[src/shared/smt_defines.svh]
// register indices, bit positions and reset values of the transmitter
`ifndef SMT_DEFINES_SVH
`define SMT_DEFINES_SVH

// register indices on the plain register port
`define SMT_IDX_TXSC 3'h0
`define SMT_IDX_RXSC 3'h1
`define SMT_IDX_TXBUF 3'h2
`define SMT_IDX_DIVISOR 3'h3
`define SMT_IDX_PFLAG 3'h4
`define SMT_IDX_PENABLE 3'h5

// transmit status and control bits
`define SMT_TXSC_MASTER 7
`define SMT_TXSC_NINE 6
`define SMT_TXSC_TRANSMIT_ENABLE_BIT 5
`define SMT_TXSC_SYNC 4
`define SMT_TXSC_EMPTY 1
`define SMT_TXSC_BIT9 0

// receive status and control bits
`define SMT_RXSC_PORT 7
`define SMT_RXSC_SINGLE 5
`define SMT_RXSC_CONT 4

// flag and enable bit of the transmitter
`define SMT_PFLAG_TX 4
`define SMT_PENABLE_TX 4

// reset values
`define SMT_RST_BYTE 8'h00
`define SMT_RST_CNT 16'h0000
`define SMT_RST_IDX 4'h0
`define SMT_RST_SHIFT 9'h000

// last bit index of an 8-bit and a 9-bit shift, and unit steps
`define SMT_LAST_BIT8 4'h7
`define SMT_LAST_BIT9 4'h8
`define SMT_ONE_IDX 4'h1
`define SMT_ONE_CNT 16'h0001

`endif

[src/shared/smt_pkg.sv]
// types shared by the synchronous master transmitter
`default_nettype none

package smt_pkg;

    // one register port request
    typedef struct packed {
        logic [2:0] addr;
        logic [7:0] wdata;
        logic wr;
        logic rd;
    } smt_bus_req_type;

    // pin drive of the clock and data lines
    typedef struct packed {
        logic shift_clock_line_out;
        logic shift_clock_line_oe;
        logic serial_data_line_out;
        logic serial_data_line_oe;
    } smt_pins_type;

    // state of the shift register
    typedef enum logic [1:0] {
        SMT_EMPTY = 2'b00,
        SMT_SHIFT = 2'b01,
        SMT_HELD = 2'b10
    } smt_state_type;

endpackage

`default_nettype wire

[src/design/smt_transmitter.sv]
// synchronous master transmit path of a serial port, with its registers
//
// Chosen here: the plain strobed port and the register addresses.
`timescale 1ns/10ps
`include "smt_defines.svh"
`default_nettype none

module smt_transmitter #(
    parameter int HALF_SCALE = 1
) (
    input wire logic i_sys_clk,
    input wire logic i_nrst,
    input wire smt_pkg::smt_bus_req_type i_bus,
    input wire logic i_single_rx_done,
    output logic [7:0] o_rdata,
    output var smt_pkg::smt_pins_type o_pins,
    output logic o_tx_irq
);

    // refuse a divisor scale the 16-bit counter cannot carry
    initial
    begin
        if (HALF_SCALE < 1 || HALF_SCALE > 255)
        begin
            $error("HALF_SCALE must lie between 1 and 255");
        end
    end

    // register file state
    logic [7:0] transmit_status_control;
    logic [7:0] next_transmit_status_control;
    logic [7:0] receive_status_control;
    logic [7:0] next_receive_status_control;
    logic [7:0] transmit_buffer;
    logic [7:0] next_transmit_buffer;
    logic [7:0] baud_rate_divisor;
    logic [7:0] next_baud_rate_divisor;
    logic [7:0] peripheral_enable_register;
    logic [7:0] next_peripheral_enable_register;
    logic buffer_full;
    logic next_buffer_full;
    logic transmit_buffer_empty_flag;
    logic next_transmit_buffer_empty_flag;
    logic [7:0] next_rdata;
    logic next_tx_irq;

    // baud generator state
    logic [15:0] brg_count;
    logic [15:0] next_brg_count;
    logic brg_tick;

    // shifter state
    smt_pkg::smt_state_type state;
    smt_pkg::smt_state_type next_state;
    logic [8:0] transmit_shift_register;
    logic [8:0] next_transmit_shift_register;
    logic [3:0] bit_idx;
    logic [3:0] next_bit_idx;
    logic [3:0] last_idx;
    logic [3:0] next_last_idx;
    logic clock_level;
    logic next_clock_level;
    logic data_level;
    logic next_data_level;
    smt_pkg::smt_pins_type next_pins;

    // decoded control bits
    logic sync_mode;
    logic port_pin_enable;
    logic clock_source_master_select;
    logic transmit_enable_bit;
    logic continuous_receive_enable;
    logic single_receive_enable;
    logic nine_bit_transmit_select;
    logic ninth_transmit_bit;
    logic transmit_interrupt_enable;
    logic shifter_empty_status;
    logic rx_active;
    logic load_shifter;
    logic buffer_write;

    // write decode, used by several processes
    function automatic logic is_write(input smt_pkg::smt_bus_req_type req,
                                      input logic [2:0] idx);
        is_write = req.wr && (req.addr == idx);
    endfunction

    // control bits taken from the registers
    assign sync_mode = transmit_status_control[`SMT_TXSC_SYNC];
    assign port_pin_enable = receive_status_control[`SMT_RXSC_PORT];
    assign clock_source_master_select = transmit_status_control[`SMT_TXSC_MASTER];
    assign transmit_enable_bit = transmit_status_control[`SMT_TXSC_TRANSMIT_ENABLE_BIT];
    assign continuous_receive_enable = receive_status_control[`SMT_RXSC_CONT];
    assign single_receive_enable = receive_status_control[`SMT_RXSC_SINGLE];
    assign nine_bit_transmit_select = transmit_status_control[`SMT_TXSC_NINE];
    assign ninth_transmit_bit = transmit_status_control[`SMT_TXSC_BIT9];
    assign transmit_interrupt_enable = peripheral_enable_register[`SMT_PENABLE_TX];
    assign rx_active = continuous_receive_enable || single_receive_enable;
    assign shifter_empty_status = (state == smt_pkg::SMT_EMPTY);
    assign buffer_write = is_write(i_bus, `SMT_IDX_TXBUF);

    // shifter takes the buffer only when empty and enabled
    assign load_shifter = buffer_full && transmit_enable_bit && shifter_empty_status;

    // register file next values and read data
    always_comb
    begin
        next_transmit_status_control = transmit_status_control;
        next_receive_status_control = receive_status_control;
        next_transmit_buffer = transmit_buffer;
        next_baud_rate_divisor = baud_rate_divisor;
        next_peripheral_enable_register = peripheral_enable_register;
        next_buffer_full = buffer_full;
        next_rdata = `SMT_RST_BYTE;
        // single receive finished: its enable clears itself
        if (i_single_rx_done)
        begin
            next_receive_status_control[`SMT_RXSC_SINGLE] = 1'b0;
        end
        if (is_write(i_bus, `SMT_IDX_TXSC))
        begin
            next_transmit_status_control = i_bus.wdata;
        end
        if (is_write(i_bus, `SMT_IDX_RXSC))
        begin
            next_receive_status_control = i_bus.wdata; // a write wins over auto-clear
        end
        if (is_write(i_bus, `SMT_IDX_DIVISOR))
        begin
            next_baud_rate_divisor = i_bus.wdata;
        end
        if (is_write(i_bus, `SMT_IDX_PENABLE))
        begin
            next_peripheral_enable_register = i_bus.wdata;
        end
        // the status bit is never stored, the shifter owns it
        next_transmit_status_control[`SMT_TXSC_EMPTY] = 1'b0;
        // buffer empties on the one-cycle move into the shifter
        if (load_shifter)
        begin
            next_buffer_full = 1'b0;
        end
        // a new word refills the buffer and clears the flag
        if (buffer_write)
        begin
            next_transmit_buffer = i_bus.wdata;
            next_buffer_full = 1'b1;
        end
        // flag mirrors an empty buffer; a flag register write has no effect
        next_transmit_buffer_empty_flag = !next_buffer_full;
        // interrupt gated by its enable, flag itself ungated
        next_tx_irq = next_transmit_buffer_empty_flag
                      && next_peripheral_enable_register[`SMT_PENABLE_TX];
        // read data; the shift register has no address
        if (i_bus.rd)
        begin
            unique case (i_bus.addr)
                `SMT_IDX_TXSC:
                begin
                    next_rdata = transmit_status_control;
                    next_rdata[`SMT_TXSC_EMPTY] = shifter_empty_status;
                end
                `SMT_IDX_RXSC: next_rdata = receive_status_control;
                `SMT_IDX_TXBUF: next_rdata = transmit_buffer;
                `SMT_IDX_DIVISOR: next_rdata = baud_rate_divisor;
                `SMT_IDX_PFLAG:
                begin
                    next_rdata[`SMT_PFLAG_TX] = transmit_buffer_empty_flag;
                end
                `SMT_IDX_PENABLE: next_rdata = peripheral_enable_register;
                default: next_rdata = `SMT_RST_BYTE;
            endcase
        end
    end

    // register file flip-flops
    always_ff @(posedge i_sys_clk or negedge i_nrst)
    begin
        if (!i_nrst)
        begin
            transmit_status_control <= `SMT_RST_BYTE;
            receive_status_control <= `SMT_RST_BYTE;
            transmit_buffer <= `SMT_RST_BYTE;
            baud_rate_divisor <= `SMT_RST_BYTE;
            peripheral_enable_register <= `SMT_RST_BYTE;
            buffer_full <= 1'b0;
            transmit_buffer_empty_flag <= 1'b1;
            o_rdata <= `SMT_RST_BYTE;
            o_tx_irq <= 1'b0;
        end
        else
        begin
            transmit_status_control <= next_transmit_status_control;
            receive_status_control <= next_receive_status_control;
            transmit_buffer <= next_transmit_buffer;
            baud_rate_divisor <= next_baud_rate_divisor;
            peripheral_enable_register <= next_peripheral_enable_register;
            buffer_full <= next_buffer_full;
            transmit_buffer_empty_flag <= next_transmit_buffer_empty_flag;
            o_rdata <= next_rdata;
            o_tx_irq <= next_tx_irq;
        end
    end

    // baud generator: half period of (divisor * scale + 1) cycles
    always_comb
    begin
        brg_tick = 1'b0;
        next_brg_count = brg_count;
        if (!(transmit_enable_bit || rx_active))
        begin
            next_brg_count = `SMT_RST_CNT; // held in reset
        end
        else if (brg_count == `SMT_RST_CNT)
        begin
            brg_tick = 1'b1; // first tick at once after enabling
            next_brg_count = 16'({8'h00, baud_rate_divisor} * HALF_SCALE);
        end
        else
        begin
            next_brg_count = brg_count - `SMT_ONE_CNT;
        end
    end

    // baud generator flip-flops
    always_ff @(posedge i_sys_clk or negedge i_nrst)
    begin
        if (!i_nrst)
        begin
            brg_count <= `SMT_RST_CNT;
        end
        else
        begin
            brg_count <= next_brg_count;
        end
    end

    // shifter, clock and data line next values
    always_comb
    begin
        next_state = state;
        next_transmit_shift_register = transmit_shift_register;
        next_bit_idx = bit_idx;
        next_last_idx = last_idx;
        next_clock_level = clock_level;
        next_data_level = data_level;
        unique case (state)
            smt_pkg::SMT_EMPTY:
            begin
                // idle clock low until a word is in the shifter
                if (!rx_active)
                begin
                    next_clock_level = 1'b0;
                end
                if (load_shifter)
                begin
                    // ninth bit sampled at the moment of the load
                    next_transmit_shift_register = {ninth_transmit_bit, transmit_buffer};
                    next_last_idx = nine_bit_transmit_select ? `SMT_LAST_BIT9
                                                             : `SMT_LAST_BIT8;
                    next_bit_idx = `SMT_RST_IDX;
                    next_state = rx_active ? smt_pkg::SMT_HELD : smt_pkg::SMT_SHIFT;
                end
            end
            smt_pkg::SMT_SHIFT:
            begin
                if (rx_active)
                begin
                    next_state = smt_pkg::SMT_HELD; // paused, not reset
                end
                else if (brg_tick && !clock_level)
                begin
                    // rising edge carries the next bit, lsb first
                    next_clock_level = 1'b1;
                    next_data_level = transmit_shift_register[bit_idx];
                end
                else if (brg_tick)
                begin
                    // falling edge: bit stands across it, then advance
                    next_clock_level = 1'b0;
                    if (bit_idx == last_idx)
                    begin
                        next_state = smt_pkg::SMT_EMPTY; // last bit out
                    end
                    else
                    begin
                        next_bit_idx = bit_idx + `SMT_ONE_IDX;
                    end
                end
            end
            smt_pkg::SMT_HELD:
            begin
                // resume at once when reception ends
                if (!rx_active)
                begin
                    next_state = smt_pkg::SMT_SHIFT;
                    // clock keeps its phase, so no half period is cut short
                end
            end
            default: next_state = smt_pkg::SMT_EMPTY;
        endcase
        // clock runs for the receive path while transmit is held
        if (rx_active && brg_tick)
        begin
            next_clock_level = !clock_level;
        end
        // clearing transmit enable resets the shifter and data line; the buffer keeps its word
        if (!transmit_enable_bit)
        begin
            next_state = smt_pkg::SMT_EMPTY;
            next_bit_idx = `SMT_RST_IDX;
            next_data_level = 1'b0;
            if (!rx_active)
            begin
                next_clock_level = 1'b0;
            end
        end
        // pins: port enable and synchronous mode hand them over; the clock line also needs master select and an enable, the data line transmit enable and no receive
        next_pins.shift_clock_line_out = next_clock_level;
        next_pins.shift_clock_line_oe = port_pin_enable && sync_mode
                                        && clock_source_master_select
                                        && (transmit_enable_bit || rx_active);
        next_pins.serial_data_line_out = next_data_level;
        next_pins.serial_data_line_oe = port_pin_enable && sync_mode
                                        && transmit_enable_bit && !rx_active;
    end

    // shifter and pin flip-flops
    always_ff @(posedge i_sys_clk or negedge i_nrst)
    begin
        if (!i_nrst)
        begin
            state <= smt_pkg::SMT_EMPTY;
            transmit_shift_register <= `SMT_RST_SHIFT;
            bit_idx <= `SMT_RST_IDX;
            last_idx <= `SMT_LAST_BIT8;
            clock_level <= 1'b0;
            data_level <= 1'b0;
            o_pins <= '0;
        end
        else
        begin
            state <= next_state;
            transmit_shift_register <= next_transmit_shift_register;
            bit_idx <= next_bit_idx;
            last_idx <= next_last_idx;
            clock_level <= next_clock_level;
            data_level <= next_data_level;
            o_pins <= next_pins;
        end
    end

endmodule // smt_transmitter

`default_nettype wire

[config.mk]
export PLATFORM = sky130hd
export DESIGN_NAME = smt_transmitter
export DESIGN_NICKNAME = d
export VERILOG_FILES = /design/src/shared/smt_pkg.sv /design/src/design/smt_transmitter.sv
export VERILOG_INCLUDE_DIRS = /design/src /design/src/shared
export SDC_FILE = /design/constraint.sdc
export NUM_CORES = 1
export LEC_CHECK = 0
export ABC_CLOCK_PERIOD_IN_PS = 1940
export BUFFER_PORTS_ARGS = -buffer_cell sky130_fd_sc_hd__buf_2
export CAP_MARGIN = 20
export CORE_ASPECT_RATIO = 2
export CORE_UTILIZATION = 50
export CTS_CLUSTER_SIZE = 25
export DETAILED_ROUTE_END_ITERATION = 8
export GPL_ROUTABILITY_DRIVEN = 1
export PLACE_DENSITY = 0.71
export SYNTH_ARGS = -nofsm -noshare
export SYNTH_HDL_FRONTEND = slang
export SYNTH_SLANG_ARGS = --single-unit
export TNS_END_PERCENT = 5
[constraint.sdc]
create_clock -name i_sys_clk -period 1.94 [get_ports i_sys_clk]
set_input_delay 0.388 -clock i_sys_clk [delete_from_list [all_inputs] [get_ports i_sys_clk]]
set_output_delay 0.388 -clock i_sys_clk [all_outputs]
set_load 0.05 [all_outputs]
After elaboration in Yosys (flattened, before gate mapping). Cells that the tools add are included.

Flip-flop bits (word level): 89. Input bits: 16.

Muxes and demuxes: 44. $lt $le $gt $ge: 1. Reductions and logical operators: 28. $add $sub $neg: 2. Equality and inequality tests: 21.

Operator list (number): $mux 16 (2); $mux 4 (7); $pmux 4 s5 (1); $mux 1 (17); $logic_not 16->1 (1); $mux 2 (8); $sub 16x1->16 const B (1); $logic_and 1x1->1 (15); $ne 3x3->1 const B (5); $pmux 3 s5 (1); $ne 4x4->1 const B (3); $mux 8 (1); $pmux 4 s2 (1); $eq 3x2->1 const B (2); $eq 3x3->1 const B (2); $mux 6 (1); $pmux 1 s6 (1); $pmux 2 s3 (1); $reduce_and 6->1 (1); $lt 4x5->1 const B (1); $mux 5 (1); $reduce_and 5->1 (1); $add 4x1->4 const B (1); $bmux 1 s4 (1); 16 further kinds (20).

Logic depth before layout (Yosys ltp). Gate-level depths: netlist (run 1).

Depth after elaboration: 10. Gate-level depth with buffers: 10. Mapped depth without buffers: 10.

Worst setup path after synthesis (run 1). OpenSTA, ideal clock, no wires.

Path kind: reg2reg. Start point: reg brg_count[0]. End point: reg bit_idx[0]. Period minus slack after synthesis: 2084 ps. Required time: 1817 ps. Data arrival time: 1961 ps. Setup slack: -144 ps. Path buffers: 0. Cell stages (with the launch flop): 11. Cells stage by stage: dfrtp_1 > inv_1 > ha_1 > nor3b_1 > nand4_1 > nor2_1 > ha_1 > nor3_2 > nor2_1 > or4_1 > nand2_1.

Cells in the longest elaborated chain, start to end: 6. Elaborated cells on any way between the ends: 7. Those cells by class: 2 x eq/ne; 2 x mux; 3 x reduce/logical.

Ends and longest elaborated chain: start: declaration (RTL line smt_transmitter.sv:48) `logic [15:0] brg_count;`; start signal: assignment (RTL line smt_transmitter.sv:230) `` brg_count <= `SMT_RST_CNT; ``; start signal: assignment (RTL line smt_transmitter.sv:234) `brg_count <= next_brg_count;`; $logic_not 16->1 (no line) *; $mux 1 * (RTL line smt_transmitter.sv:214) `` else if (brg_count == `SMT_RST_CNT) ``; $mux 1 * (RTL line smt_transmitter.sv:210) `if (!(transmit_enable_bit || rx_active))`; $logic_and 1x1->1 (RTL line smt_transmitter.sv:271) `else if (brg_tick && !clock_level)`; $ne 3x3->1 (no line); $reduce_and 6->1 (no line) *; end signal: assignment (RTL line smt_transmitter.sv:335) `` bit_idx <= `SMT_RST_IDX; ``; end signal: assignment (RTL line smt_transmitter.sv:345) `bit_idx <= next_bit_idx;`; end: declaration (RTL line smt_transmitter.sv:57) `logic [3:0] bit_idx;`.

Every way passes the cells marked *; elsewhere a longest branch is shown, timed or not. A chain may end at the register's enable or synchronous reset.

Worst setup path in the final report (run 1).
Start point: reg brg_count[6]. End point: reg data_level.

Cells in the longest elaborated chain, start to end: 6.

Ends and longest elaborated chain: $logic_not 16->1 (no line); $mux 1 (RTL line smt_transmitter.sv:214); $mux 1 (RTL line smt_transmitter.sv:210); $logic_and 1x1->1 (RTL line smt_transmitter.sv:271); $ne 2x1->1 (no line); $reduce_and 3->1 (no line); end signal: assignment (RTL line smt_transmitter.sv:348) `data_level <= next_data_level;`; end: declaration (RTL line smt_transmitter.sv:63) `logic data_level;`.

No other way between the ends.

==> results of run 1 <==
## area by class of cell
type	instances	area, sq um
Clock buffer	10	239.0
Clock inverter	6	93.84
Fill cell	637	3017
Inverter	7	26.28
Multi-Input combinational cell	240	1872
Sequential cell	87	2182
Tap cell	96	120.1
Timing Repair Buffer	58	392.9
## synth_stat cells, types with 3 or more instances
master | n | share of area
o21ai_0 | 21 | 0.026
a21o_1 | 3 | 0.0055
buf_2 | 4 | 0.0049
nand4_1 | 4 | 0.0061
clkbuf_1 | 6 | 0.0055
nor2_1 | 31 | 0.029
a21oi_1 | 7 | 0.0086
inv_1 | 6 | 0.0055
a22oi_1 | 8 | 0.015
nand3_1 | 3 | 0.0037
dfrtp_1 | 85 | 0.52
nor3_1 | 4 | 0.0049
xnor2_1 | 9 | 0.019
ha_1 | 4 | 0.012
mux2_2 | 57 | 0.16
mux2i_1 | 8 | 0.020
xor2_1 | 5 | 0.011
or3_1 | 4 | 0.0061
nand2_1 | 33 | 0.030
## metal layers
layer / track usage / routed length [microns] / vias to the layer above
met5: 0 / 0 / -
met4: 0.1458 / 446 / 0
met3: 0.05420 / 221 / 23
met2: 0.4322 / 5237 / 52
met1: 0.2481 / 3334 / 1440
li1: - / - / 1347
## registers in the layout, summed over array words and instances, names as in the netlist, 4 cells and up
signal / cells
baud_rate_divisor: 8
bit_idx: 4
brg_count: 16
o_rdata: 8
peripheral_enable_register: 8
receive_status_control: 8
transmit_buffer: 8
transmit_shift_register: 9
transmit_status_control: 7
## worst paths after layout
check | startpoint | cells after the start | slack, ns | end
max | brg_count[6] | 8 | 0.02 | data_level
min | i_nrst | 1 | -0.008 | bit_idx[0]
min reg2reg | last_idx[2] | 2 | 0.48 | last_idx[2]
max reg2reg | brg_count[6] | 8 | 0.02 | data_level
max in group asynchronous | i_nrst | 2 | 1.39 | brg_count[6]
min in group i_sys_clk | i_bus[0] | 2 | 0.31 | o_rdata[4]
## timing repair
action	in CTS	in global routing
setup buffers	1	1
pin swaps	4	3
setup endpoints to repair	5	9
resized for setup	9	3
cloned	0	0
## cell families (layout without fill, tap and decap cells)
| logic type | after synthesis | count (layout) |
|---|---|---|
| DFF | 87 | 87 |
| AOI/OAI and AO/OA | 51 | 51 |
| buffers and inverters | 21 | 81 |
| muxes | 67 | 67 |
| and+or+nand+nor | 104 | 104 |
| xor gates and xnor gates | 14 | 14 |
| adders and majority gates | 4 | 4 |
## worst max-delay path, stage by stage (launching register included)
cell and delay [ns]:
dfrtp_2 0.44, nor4_4 0.35, nand4_1 0.21, nor2_4 0.17
ha_4 0.17, nand3_1 0.11, a21oi_1 0.13, o21ai_0 0.08
a21boi_0 0.18
## where the power goes
| part | switching [mW] | leakage (nW) | internal (mW) |
|---|---|---|---|
| Clock | 0.714 | 0.159 | 1.17 |
| Combinational | 0.918 | 0.973 | 0.935 |
| Sequential | 0.359 | 1.10 | 2.26 |
==> run_results.csv, run 1 <==
group,metric,value,unit
grt,grt_pass1_wl,14.79,mm
floorplanning,fp.dieH,129.8,microns
floorplanning,starting_density_of_the_core,0.5140,
final_layout,most_frequent_standard_cell_in_the_layout_excluding_fill_and_tap_cells,"dfrtp_1",
sta,grt_setup_unrepaired,"yes",
cts,clkTransAtPathRegs,0.06,ns
routing,ant_nets,0,
cts,cts_sinks,87,
setup_path,criticalPathCategory,"reg2reg",
flow_run,count_of_max_cap_constraint_violations,0,
grt,grt_antenna_before_repair,0,
cts,clock_insertion_delay_worst_skew,0.34,ns
power_and_ir_drop,power_leakage,2.227,nW
synthesis,synthesis.yosys.warnings,0,
cts,cts_max_level,3,
cts,tritoncts,"done",
floorplanning,fp-row-count,46,
placement,port_buffers,28,
routing,drt_pass1_iterations,4,
cts,cts_buffers,9,
routing,total_routed_wirelength,9.240,mm
sta,worst_slack,0.01610,ns
setup_path,worst_ep_required_time,2.19,ns
cts,post_cts_hold_buffer_count,0,
routing,remaining_drc_errors,0,
synthesis,post_synth.cell_area_avg,11.73,sq um
power_and_ir_drop,peakVddDrop,1.211,mV
synthesis,synthesis.area,4083,sq um
routing,drt-vias-per-instance,5.679,
synthesis,synth_compound_gate_area_share,0.07570,
synthesis,synth_cell_type_count,48,
synthesis,mappedNetlistNets,368,
power_and_ir_drop,power_density,1291,nW/um^2
synthesis,ys_dominant_reg_cell,"dfrtp_1",
final_layout,finished_core_util,0.6202,
sta,timing.final.crit_share,0.9917,
sta,timing_max_transition_violations_final,0,
synthesis,postSynthCellCount,348,
power_and_ir_drop,finalPower,6.358,mW
sta,sum_neg_setup_slack,0,ns
floorplanning,core_area,7943,sq um
grt,number_of_global_route_vias_before_repair,2935,
final_layout,share_of_final_layout_standard_cells_stronger_than_drive_strength_1,0.3873,
sta,final.setup_skew,0.005627,ns
routing,route.vias.total,2862,
sta,fin_hold_ws,-0.008415,ns
synthesis,synth_edf_count,0,
routing,drt_iter0_drc,106,
floorplanning,fp.dieW,65.90,microns
placement,total_placed_cells_including_tap_cells,486,
final_layout,final-instance-count-excl-fill,504,
outcome,violated_checks,"negative hold slack",
grt,pin_count_of_the_biggest_net_entering_global_routing,36,
synthesis,synth_seq_cells,87,
worst_hold_path,holdCritPathClass,"in2async",
final_layout,finalInstanceArea,4926,sq um
setup_path,critical_path.startpoint_type,"register",
synthesis,synth_top_family_by_area,"multiplexers",
floorplanning,ioPinCount,29,
placement,routabilityCongestion,0.8638,
sta,hold_violations,4,
placement,placed_area,4528,sq um
outcome,outcome,"finished, violations left",
final_layout,area_growth,20.66,%
final_layout,final_cell_mix,"83 x dfrtp_1, 57 x mux2_2, 33 x nand2_1",
sta,setup_viols_final,0,
cts,cts-root-to-sink-buffers,2,
placement,detailedPlace.worstSlack,-0.1039,ns
grt,overflow,0,
routing,drt-wirelength-per-cell,18.33,microns
sta,relSlewSlack,0.6938,
synthesis,synthMuxAreaShare,0.1879,
synthesis,seq_area_frac_synth,0.5339,
placement,detailedPlacementHpwl,6.833,mm
sta,final_period_minus_worst_setup_slack,1.924,ns
final_layout,num-nets-final,423,
setup_path,kind_of_end_point_of_the_critical_path,"register",
synthesis,post_synthesis_xor_xnor_area_fraction,0.03003,
floorplanning,die_area,8553,sq um
synthesis,synth_simple_gate_area_frac,0.1379,
synthesis,synthArstFlopShare,1.000,
grt,grt_usage,0.2417,
setup_path,worst-endpoint-arrival,2.18,ns
cts,root_buffer,"clkbuf_16",
final_layout,n_antenna_cell,0,
sta,max_freq,519.8,MHz
setup_path,timing.critical_path.fanout_max,3,
synthesis,post_synth_fa_ha_maj_area_fraction,0.01226,
sta,worst_slew_pin_slew,0.4593,ns
Power figures use the tool's default switching activity.
==> run 2, diff against run 1 <==
--- a/config.mk
+++ b/config.mk
@@ -9,12 +9,14 @@
 export ABC_CLOCK_PERIOD_IN_PS = 1940
 export BUFFER_PORTS_ARGS = -buffer_cell sky130_fd_sc_hd__buf_2
 export CAP_MARGIN = 20
+export CELL_PAD_IN_SITES_DETAIL_PLACEMENT = 1
+export CELL_PAD_IN_SITES_GLOBAL_PLACEMENT = 1
 export CORE_ASPECT_RATIO = 2
-export CORE_UTILIZATION = 50
+export CORE_UTILIZATION = 44
 export CTS_CLUSTER_SIZE = 25
 export DETAILED_ROUTE_END_ITERATION = 8
 export GPL_ROUTABILITY_DRIVEN = 1
-export PLACE_DENSITY = 0.71
+export PLACE_DENSITY_LB_ADDON = 0.1
 export SYNTH_ARGS = -nofsm -noshare
 export SYNTH_HDL_FRONTEND = slang
 export SYNTH_SLANG_ARGS = --single-unit
==> run_results.csv, run 2 (same netlist as run 1, synthesis figures left out) <==
group,metric,value,unit
final_layout,area_growth,20.29,%
sta,max_freq,510.6,MHz
setup_path,kind_of_end_point_of_the_critical_path,"register",
final_layout,finished_core_util,0.5449,
worst_hold_path,holdCritPathClass,"in2async",
sta,fin_hold_ws,-0.002257,ns
setup_path,worst_ep_required_time,2.20,ns
flow_run,count_of_max_cap_constraint_violations,0,
power_and_ir_drop,finalPower,6.321,mW
placement,total_placed_cells_including_tap_cells,491,
sta,setup_viols_final,1,
final_layout,final-instance-count-excl-fill,507,
final_layout,num-nets-final,420,
sta,final.setup_skew,0.008652,ns
final_layout,n_antenna_cell,0,
setup_path,criticalPathCategory,"reg2reg",
sta,worst_slack,-0.01859,ns
grt,grt_antenna_before_repair,0,
sta,sum_neg_setup_slack,-0.01859,ns
sta,hold_violations,1,
placement,port_buffers,28,
floorplanning,starting_density_of_the_core,0.4530,
grt,overflow,0,
setup_path,crit_chain,"inv_2 -> ha_4 -> nor3b_4 -> nand4_1 -> nor2_4 -> ha_4 -> nor3_4 -> nand4_1 -> or3_1 -> a31oi_1",
power_and_ir_drop,power_leakage,2.218,nW
routing,route.vias.total,2881,
cts,post_cts_hold_buffer_count,0,
routing,remaining_drc_errors,0,
routing,total_routed_wirelength,10.51,mm
routing,drt-wirelength-per-cell,20.74,microns
grt,grt_pass1_wl,17.11,mm
setup_path,crit_path_max_incr_delay,0.38,ns
setup_path,timing.critical_path.fanout_max,3,
sta,final_period_minus_worst_setup_slack,1.959,ns
routing,drt_iter0_drc,130,
final_layout,top_regs,"brg_count x16, transmit_shift_register x9",
cts,clock_insertion_delay_worst_skew,0.34,ns
setup_path,worst-endpoint-arrival,2.22,ns
cts,clkTransAtPathRegs,0.06,ns
setup_path,critical_path.startpoint_type,"register",
floorplanning,fp.dieW,70.12,microns
cts,root_buffer,"clkbuf_16",
routing,drt_pass1_iterations,4,
sta,grt_setup_unrepaired,"yes",
cts,cts_max_level,3,
placement,detailedPlace.worstSlack,-0.07068,ns
sta,relSlewSlack,0.6899,
setup_path,worst-r2r-cell-count,10,
placement,placed_area,4541,sq um
sta,timing_max_transition_violations_final,0,
final_layout,final_cell_mix,"84 x dfrtp_1, 57 x mux2_2, 33 x nand2_1",
final_layout,largest_register_ffs,16,
grt,number_of_global_route_vias_before_repair,3243,
final_layout,share_of_final_layout_standard_cells_stronger_than_drive_strength_1,0.3802,
setup_path,slowest_stage,"dfrtp_1",
final_layout,num-fill-cells,947,
cts,cts_sinks,87,
floorplanning,fp.dieH,138.2,microns
placement,detailedPlacementHpwl,7.715,mm
power_and_ir_drop,power_density,1287,nW/um^2
sta,timing.final.crit_share,1.010,
power_and_ir_drop,peakVddDrop,0.6581,mV
cts,tritoncts,"done",
grt,grt_usage,0.2343,
cts,cts-root-to-sink-buffers,2,
grt,pin_count_of_the_biggest_net_entering_global_routing,32,
placement,routabilityCongestion,0.7495,
sta,worst_slew_pin_slew,0.4651,ns
outcome,violated_checks,"negative hold slack, negative setup slack",
final_layout,finalInstanceArea,4911,sq um
routing,drt-vias-per-instance,5.682,
floorplanning,ioPinCount,29,
floorplanning,core_area,9012,sq um
final_layout,most_frequent_standard_cell_in_the_layout_excluding_fill_and_tap_cells,"dfrtp_1",
outcome,outcome,"finished, violations left",
final_layout,top_register,"brg_count",
floorplanning,fp-row-count,49,
routing,ant_nets,0,
floorplanning,die_area,9692,sq um
cts,cts_buffers,9,
==> run 2: repair_timing <==
item / CTS / global route
setup endpoints to repair: 5 / 9
pin swaps: 2 / 2
buffers inserted: 0 / 0
endpoints found under the hold margin: 0 / 0
resized for setup: 10 / 3
==> run 2: cell type report <==
cell class              instances  area (sq um)  area share
flip-flops and latches         87          2181      0.4441
multi-input cells             240          1884      0.3837
repair buffers                 55         382.9     0.07796
clock buffers                  11         252.7     0.05146
well taps                     102         127.6     0.02599
clock inverters                 5         56.30     0.01146
inverters                       7         26.28    0.005350
==> run 2: critical path, delay by kind of cell (launching register included) <==
family	cells	cell delay [ns]
buf+inv	1	0.06
compound gates	1	0.16
fa+ha+maj	2	0.32
flops	1	0.38
simple gates	6	0.96
==> run 2: path summary, 6_finish.rpt <==
kind / from / endpoint / slack (ns)
setup reg to reg: brg_count[1] / bit_idx[3] / -0.02
hold reg to reg: last_idx[2] / last_idx[2] / 0.49
min in group i_sys_clk: i_bus[0] / o_rdata[4] / 0.30
setup / recovery: brg_count[1] / bit_idx[3] / -0.02
hold / removal: i_nrst / bit_idx[0] / -0.002
max in group asynchronous: i_nrst / transmit_buffer_empty_flag / 1.35
==> run 2: power breakdown <==
part | internal, mW | switching, mW | leakage, nW | total (mW)
combinational | 0.953 | 0.962 | 0.970 | 1.91
sequential | 2.26 | 0.362 | 1.10 | 2.62
clock | 1.07 | 0.716 | 0.152 | 1.78
==> run 2: metal layers <==
layer	global-route usage	vias up	routed length, microns
met5	0	-	0
met4	0.1042	0	286
met3	0.03717	21	208
met2	0.4428	47	6232
met1	0.2471	1472	3786
li1	-	1341	-
